## src/rtl/wdog_cfg_pkg.sv

```systemverilog
// Constants and carrier types for the watchdog configuration decoder.
package wdog_cfg_pkg;
    // Mode field codes.
    localparam logic [1:0] MODE_OFF    = 2'h0;
    localparam logic [1:0] MODE_SOFT   = 2'h1;
    localparam logic [1:0] MODE_AWAKE  = 2'h2;
    localparam logic [1:0] MODE_ALWAYS = 2'h3;
    // Window codes.
    localparam logic [2:0] WIN_FREE    = 3'h7;
    localparam logic [2:0] WIN_FULL    = 3'h6;
    // Period codes and divider exponents.
    localparam logic [4:0] PER_SOFT    = 5'h1f;
    localparam logic [4:0] PER_SOFT_LD = 5'h0b;
    localparam logic [4:0] PER_MAX     = 5'h12;
    localparam logic [4:0] EXP_BASE    = 5'h05;
    localparam logic [4:0] EXP_EIGHTHS = 5'h03;
    // Clock source codes.
    localparam logic [2:0] CLK_LFINT   = 3'h0;
    localparam logic [2:0] CLK_MFINT   = 3'h1;
    localparam logic [2:0] CLK_SECONDARY_OSC    = 3'h2;
    localparam logic [2:0] CLK_SOFT    = 3'h7;
    // Oscillator lane indices within the reference clock vector.
    localparam int OSC_LF = 0;
    localparam int OSC_MF = 1;
    localparam int OSC_SO = 2;
    localparam int CNT_W  = 24;

    typedef struct packed {
        logic [2:0] clock_source_cfg;
        logic [2:0] window_select_cfg;
        logic [1:0] wdog_mode_cfg;
        logic [4:0] period_select_cfg;
    } cfg_pins_t;

    typedef struct packed {
        logic       soft_enable_bit;
        logic       sleeping;
        logic       clear;
        logic       key_ok;
        logic       period_wr;
        logic [4:0] period_wdata;
        logic       window_wr;
        logic [2:0] window_wdata;
        logic [1:0] clk_sel;
    } sw_ctrl_t;

    typedef struct packed {
        logic       running;
        logic       window_open;
        logic       keyed_access_req;
        logic       window_writable;
        logic       period_writable;
        logic [4:0] runtime_period_setting;
        logic [2:0] window_setting;
    } wdog_status_t;

    typedef enum logic [1:0] {
        ST_LOAD   = 2'b01,
        ST_ACTIVE = 2'b10
    } phase_t;
endpackage

```

## src/rtl/watchdog_config_decode.sv

```systemverilog
// Watchdog that decodes its power-on configuration fields and times out on a windowed period.
// Functional notes
// [RL1] Window codes 111 and 110 give a fully open window, and only 111 lets software change it without a key.
// [RL2] Window codes 101 down to 000 close the window for 2/8 to 7/8 of the period, forbid window writes and need the key.
// [RL3] Mode 11 runs the watchdog always, even in sleep, and ignores the software enable bit.
// [RL4] Mode 10 runs only while awake, holds the count during sleep, and ignores the software enable bit.
// [RL5] Mode 01 runs or stops with the software enable bit.
// [RL6] Mode 00 keeps the watchdog off whatever the software enable bit says.
// [RL7] The period field loads the run-time period, code n up to 10010 divides by 2^(5+n), and 10011 to 11110 divide by 32.
// [RL8] Period code 11111 loads 01011 and leaves the period writable, every other code locks it.
// [RL9] When not off, the clock field picks the low, mid or secondary oscillator, or software picks on 111.
// [RL10] A reset is raised when the count reaches the period uncleared or when a clear with key_ok comes while the window is closed.
`timescale 1ns/100ps
module watchdog_config_decode
    import wdog_cfg_pkg::*;
(
    // Clock and reset.
    input  wire logic                      clk,
    input  wire logic                      nrst,
    // Configuration straps and oscillator pins.
    input  wire wdog_cfg_pkg::cfg_pins_t   cfg_pins,
    input  wire logic [2:0]                osc_in,
    // Software control.
    input  wire wdog_cfg_pkg::sw_ctrl_t    sw,
    // Status and reset request.
    output logic                           wdog_reset,
    output wdog_cfg_pkg::wdog_status_t     status
);
    import wdog_cfg_pkg::*;

    typedef struct packed {
        phase_t           phase;
        cfg_pins_t        cfg_s1;
        cfg_pins_t        cfg_s2;
        cfg_pins_t        cfg;
        logic [2:0]       osc_s1;
        logic [2:0]       osc_s2;
        logic [2:0]       osc_s3;
        logic [CNT_W-1:0] count;
        logic [1:0]       fill;
        logic             rst_pulse;
        wdog_status_t     st;
    } state_t;

    localparam state_t STATE_RESET = '{phase: ST_LOAD, default: '0};

    logic   [1:0] rst_sync;
    logic         rst_n;
    state_t       cur;
    state_t       next_cur;

    // Period exponent from a period code; out-of-range codes fall back to 1:32.
    function automatic logic [4:0] period_exp(input logic [4:0] code);
        period_exp = (code <= PER_MAX) ? EXP_BASE + code : EXP_BASE; // [RL7]
    endfunction

    // Closed part of the window in eighths of the period.
    function automatic logic [2:0] closed_eighths(input logic [2:0] code);
        closed_eighths = (code >= WIN_FULL) ? 3'h0 : 3'h7 - code; // [RL1] [RL2]
    endfunction

    always_ff @(posedge clk or negedge nrst) begin
        if (!nrst) begin
            rst_sync <= 2'h0;
        end else begin
            rst_sync <= {rst_sync[0], 1'b1};
        end
    end
    assign rst_n = rst_sync[1];

    always_comb begin
        logic             enabled;
        logic             ref_tick;
        logic [2:0]       osc_rise;
        logic [4:0]       exp_now;
        logic [CNT_W-1:0] last;
        logic [CNT_W-1:0] upper;
        logic             closed;
        logic             clear_ok;
        enabled  = 1'b0;
        ref_tick = 1'b0;
        osc_rise = 3'h0;
        exp_now  = 5'h0;
        last     = '0;
        upper    = '0;
        closed   = 1'b0;
        clear_ok = 1'b0;
        next_cur = cur;
        next_cur.cfg_s1    = cfg_pins;
        next_cur.cfg_s2    = cur.cfg_s1;
        next_cur.osc_s1    = osc_in;
        next_cur.osc_s2    = cur.osc_s1;
        next_cur.osc_s3    = cur.osc_s2;
        next_cur.rst_pulse = 1'b0;
        unique case (cur.phase)
            ST_LOAD: begin
                // Straps settle through the synchroniser before the single capture, so the
                // capture waits until both stages hold pin values rather than reset zeros.
                next_cur.fill = {cur.fill[0], 1'b1};
                if (cur.fill[1]) begin
                    next_cur.cfg   = cur.cfg_s2;
                    next_cur.phase = ST_ACTIVE;
                    next_cur.count = '0;
                    next_cur.st.window_setting  = cur.cfg_s2.window_select_cfg;
                    next_cur.st.window_writable = (cur.cfg_s2.window_select_cfg == WIN_FREE); // [RL1]
                    next_cur.st.keyed_access_req = (cur.cfg_s2.window_select_cfg != WIN_FREE); // [RL2]
                    if (cur.cfg_s2.period_select_cfg == PER_SOFT) begin
                        next_cur.st.runtime_period_setting = PER_SOFT_LD; // [RL8]
                        next_cur.st.period_writable        = 1'b1; // [RL8]
                    end else begin
                        next_cur.st.runtime_period_setting = cur.cfg_s2.period_select_cfg; // [RL7]
                        next_cur.st.period_writable        = 1'b0; // [RL8]
                    end
                end
            end
            ST_ACTIVE: begin
                unique case (cur.cfg.wdog_mode_cfg)
                    MODE_ALWAYS: enabled = 1'b1; // [RL3]
                    MODE_AWAKE:  enabled = !sw.sleeping; // [RL4]
                    MODE_SOFT:   enabled = sw.soft_enable_bit; // [RL5]
                    MODE_OFF:    enabled = 1'b0; // [RL6]
                endcase
                osc_rise = cur.osc_s2 & ~cur.osc_s3;
                case (cur.cfg.clock_source_cfg)
                    CLK_LFINT: ref_tick = osc_rise[OSC_LF]; // [RL9]
                    CLK_MFINT: ref_tick = osc_rise[OSC_MF]; // [RL9]
                    CLK_SECONDARY_OSC:  ref_tick = osc_rise[OSC_SO]; // [RL9]
                    CLK_SOFT:  ref_tick = (sw.clk_sel <= 2'(OSC_SO)) && osc_rise[sw.clk_sel]; // [RL9]
                    default:   ref_tick = 1'b0;
                endcase
                // Software writes land only where the straps leave the field open.
                if (sw.window_wr && cur.st.window_writable) begin
                    next_cur.st.window_setting = sw.window_wdata; // [RL1]
                end
                if (sw.period_wr && cur.st.period_writable) begin
                    next_cur.st.runtime_period_setting = sw.period_wdata; // [RL8]
                end
                exp_now  = period_exp(cur.st.runtime_period_setting);
                last     = CNT_W'((CNT_W+1)'(1) << exp_now) - CNT_W'(1);
                upper    = cur.count >> (exp_now - EXP_EIGHTHS);
                closed   = upper < CNT_W'(closed_eighths(cur.st.window_setting)); // [RL2]
                clear_ok = !cur.st.keyed_access_req || sw.key_ok; // [RL2]
                next_cur.st.running     = enabled;
                next_cur.st.window_open = enabled && !closed;
                if (!enabled) begin
                    // Sleep in the awake-only mode holds the count rather than losing it.
                    if (cur.cfg.wdog_mode_cfg != MODE_AWAKE) begin
                        next_cur.count = '0; // [RL6]
                    end
                end else if (sw.clear && clear_ok) begin
                    next_cur.count     = '0;
                    next_cur.rst_pulse = closed; // [RL10]
                end else if (ref_tick) begin
                    if (cur.count >= last) begin
                        next_cur.count     = '0;
                        next_cur.rst_pulse = 1'b1; // [RL10]
                    end else begin
                        next_cur.count = cur.count + CNT_W'(1);
                    end
                end
            end
            default: begin
                next_cur = STATE_RESET;
            end
        endcase
    end

    always_ff @(posedge clk or negedge rst_n) begin
        if (!rst_n) begin
            cur <= STATE_RESET;
        end else begin
            cur <= next_cur;
        end
    end

    assign wdog_reset = cur.rst_pulse;
    assign status     = cur.st;
endmodule // watchdog_config_decode

```

## config.mk

```make
export PLATFORM = sky130hd
export DESIGN_NAME = watchdog_config_decode
export DESIGN_NICKNAME = d
export VERILOG_FILES = /design/src/rtl/wdog_cfg_pkg.sv /design/src/rtl/watchdog_config_decode.sv
export SDC_FILE = /design/constraint.sdc
export NUM_CORES = 1
export LEC_CHECK = 0
export ABC_CLOCK_PERIOD_IN_PS = 4100
export BUFFER_PORTS_ARGS = -buffer_cell sky130_fd_sc_hd__clkbuf_2
export CORE_ASPECT_RATIO = 0.8
export CORE_MARGIN = 5
export CORE_UTILIZATION = 45
export CTS_CLUSTER_DIAMETER = 100
export DETAILED_ROUTE_END_ITERATION = 8
export GPL_TIMING_DRIVEN = 0
export PLACE_DENSITY = 0.62
export REMOVE_ABC_BUFFERS = 1
export SLEW_MARGIN = 20
export SYNTH_ARGS = -nofsm -noshare
export SYNTH_HDL_FRONTEND = slang
export SYNTH_SLANG_ARGS = --single-unit
export TNS_END_PERCENT = 20
```

## constraint.sdc

```tcl
create_clock -name clk -period 4.1 [get_ports clk]
set_clock_uncertainty 0.15 [all_clocks]
set_input_delay 0.82 -clock clk [delete_from_list [all_inputs] [get_ports clk]]
set_output_delay 0.82 -clock clk [all_outputs]
set_load 0.02 [all_outputs]
```

==> summary.md <==
| Metric | Value |
|---|---|
| All-Layer GR Usage | 22.6% |
| Row count | 39 |
| Rel. slew slack | 50.7% |
| Reg clk slew, reported paths | 70 ps |
| TritonCTS clock tree | yes |
| Die X | 146 um |
| Clk_lat worst skew | 350 ps |
| Synth Register Bits | 84 |
| Lkg Pwr | 3.49 nW |
| Top FF cell, synth | dfrtp_1 |
| Max-cap viol count | 0 |
| Asr flop ratio synth | 100% |
| RD Place Congestion | 0.915 |
| Port Buffers | 47 |
| Reg2reg start | status[3] |
| CP endpoint kind | register |
| Critical Path Fanout Max | 5 |
| Clock H-tree levels | 3 |
| Largest cells by area after synthesis | dfrtp_1, ha_1, nand2_1 |
| Crit path time final | 5480 ps |
| Fin worst setup slack | -1380 ps |
| Nets | 895 |
| Post-synthesis cell type count | 94 |
| Vias in the first global route | 6237 |
| Top cell type's share of synthesized area | 31.1% |
| Final Hold Vio Count | 0 |
| Max Freq | 0.182 GHz |
| Global-route wire length before repair | 32400 um |
| Worst R2R Path Depth | 25 |
| Area Growth Syn to Fin | 19.8% |
| Largest net degree at the start of global routing | 59 |
| Unrepaired setup endpoints after global routing | true |
| Max Transition Viols Final | 0 |
| Vias | 6295 |
| Core Footprint | 0.0144 mm2 |
| Pre-antenna DRT Iters | 5 |
| Post-route cell area | 0.00800 mm2 |
| Cells after Synth | 776 |
| CP Launch Type | register |
| Wire per inst | 19.6 um |
| Post-synthesis sequential area ratio | 31.5% |
| Tcrit/Tclk final | 134% |
| CTS Root Cell | clkbuf_16 |
| GRT overflow | 0 |
| Crit Path Category | reg2reg |
| Num CTS Buffers | 9 |
| Post-synth EDFFs | 0 |
| Hpwl dp | 12700 um |
| Hold_ws | 93.6 ps |
| Area leader, netlist | dfrtp_1 |
| Power per cell area | 588 mW/mm2 |
| Most frequent cell after synthesis | dfrtp_1 |
| Hold crit path type | in2async |
| Die span in y | 119 um |
| Io pins | 48 |
| Initial antenna violation count | 0 |
| CTS Sinks | 84 |
| Ys Warns | 0 |
| Fin util | 55.5% |
| Post-Place Worst Slack | -3710 ps |
| # diodes | 0 |
| Drt drc | 0 |
| DRT antenna net count | 0 |
| Worst vdd ir | 0.342 mV |
| Mean post-synth cell area | 8.60 um2 |
| Worst Max-Slew Pin Slew | 740 ps |
| Initial Util | 46.4% |
| Reg-to-Reg End | cur[35] |
| Critical Path AT | 5620 ps |
| Cts hold-fix bufs | 0 |
| Fraction of layout cells with a size suffix above 1 | 27.6% |
| Commonest cells post-synth | dfrtp_1, nand2_1, nor2_1 |
| Drt via density | 6.21 |
| Critical Path RT | 4230 ps |
| Failing checks | negative setup slack |
| DP Area | 0.00682 mm2 |
| Final setup vio count | 26 |
| FF-to-FF setup slack | -1380 ps |
| Total Wirelength | 19900 um |
| Post-Syn Area | 0.00667 mm2 |
| Total power draw | 0.00470 W |
| Clock buffer depth | 2 |
| Outcome | complete, but fails checks |
| Die area | 0.0174 mm2 |
| Initial DRC count | 725 |
## routing by layer
layer	part of all wire (%)	track usage [%]	vias to the layer above
li1	-	-	2933
met1	44	31.3	3035
met2	46	35.3	284
met3	8.0	4.71	43
met4	2.3	7.58	0
met5	0	0	-
## report_power, final
part / leakage [nW] / switching, W / internal [W]
combinational: 2.32 / 0.00156 / 0.00124
clock: 0.155 / 0.000398 / 0.000491
sequential: 1.02 / 0.000116 / 0.000894
total: 3.49 / 0.00208 / 0.00262
## layout by cell type, fill, tap and decap left out, drive strengths merged, types with 4 or more instances in the layout
master	synthesis	layout
a21oi	51	51
and2	5	5
ha	37	37
inv	22	27
or4	14	14
o22ai	7	7
and3	8	8
nand2	75	75
xnor2	8	8
nand3	38	38
a22o	15	15
o311ai	6	6
nor2b	45	45
a211o	5	5
nor3	7	7
a22oi	7	7
nor2	52	52
o211ai	9	9
a31oi	5	5
nand3b	4	4
nand4	13	13
or3	9	9
o21bai	5	5
dfrtp	83	83
xor2	5	5
o31ai	11	11
mux2	8	8
o21ai	39	39
or2	8	8
a21o	14	14
buf	30	62
a211oi	4	4
clkbuf	41	56
mux2i	18	18
mux4	7	7
nand2b	14	14
## area by class of cell
cell class / instances / area, um2
sequential: 84 / 2120
inverter: 22 / 93.8
clock inverter: 7 / 87.6
timing repair buffer: 109 / 783
multi-input combinational: 598 / 4460
tap: 184 / 230
clock buffer: 9 / 225
fill: 1281 / 6400
## worst max-delay path, cell delays in order, from the launching register on
cell	delay (ps)
dfrtp_4	510
clkinvlp_4	130
ha_4	160
nor2b_4	60
o21ai_4	220
nand2_8	120
buf_6	140
ha_4	170
buf_6	110
or3_4	390
a222oi_1	270
buf_4	190
buf_6	90
buf_4	100
buf_6	100
o21ai_2	60
ha_1	320
nand4_1	130
a211oi_2	70
o31a_1	120
a311o_1	350
or4_4	570
and2_4	180
buf_12	130
or4_4	470
nand3_2	80
## cells by family after synthesis
logic type,share of synthesized area (%)
simple gates,24.3
compound gates,21.8
buf+inv,7.20
flops,31.5
fa+ha+maj,6.94
mux,6.41
xor+xnor,1.71
other cells,0.0562
## stage by stage
stage / setup TNS (ps) / cells
2_1_floorplan: -53810 / 704
3_3_place_gp: -88490 / 935
3_5_place_dp: -89170 / 937
4_1_cts: -29930 / 998
5_1_grt: -35370 / 1013
6_report: -32010 / 1013
## registers in the layout, summed over array words and instances, names as in the netlist
signal and flops:
cur 68, rst_sync 2, status 13, wdog_reset 1
## worst max-delay path by stage
stage / start / endpoint / slack (ps)
final: status[3] / cur[35] / -1380
after global routing: status[3] / cur[25] / -1510
after CTS: status[3] / cur[35] / -1290
after detailed placement: status[3] / cur[23] / -3710
after global placement: status[3] / cur[25] / -3600
after floorplan: status[3] / cur[23] / -2240
## what timing repair did
action | CTS | global route
buffers inserted | 45 | 15
pin swaps | 43 | 14
resized for setup | 69 | 25
setup endpoints to repair | 26 | 26
Note: power is estimated with default switching activity, not from simulation.
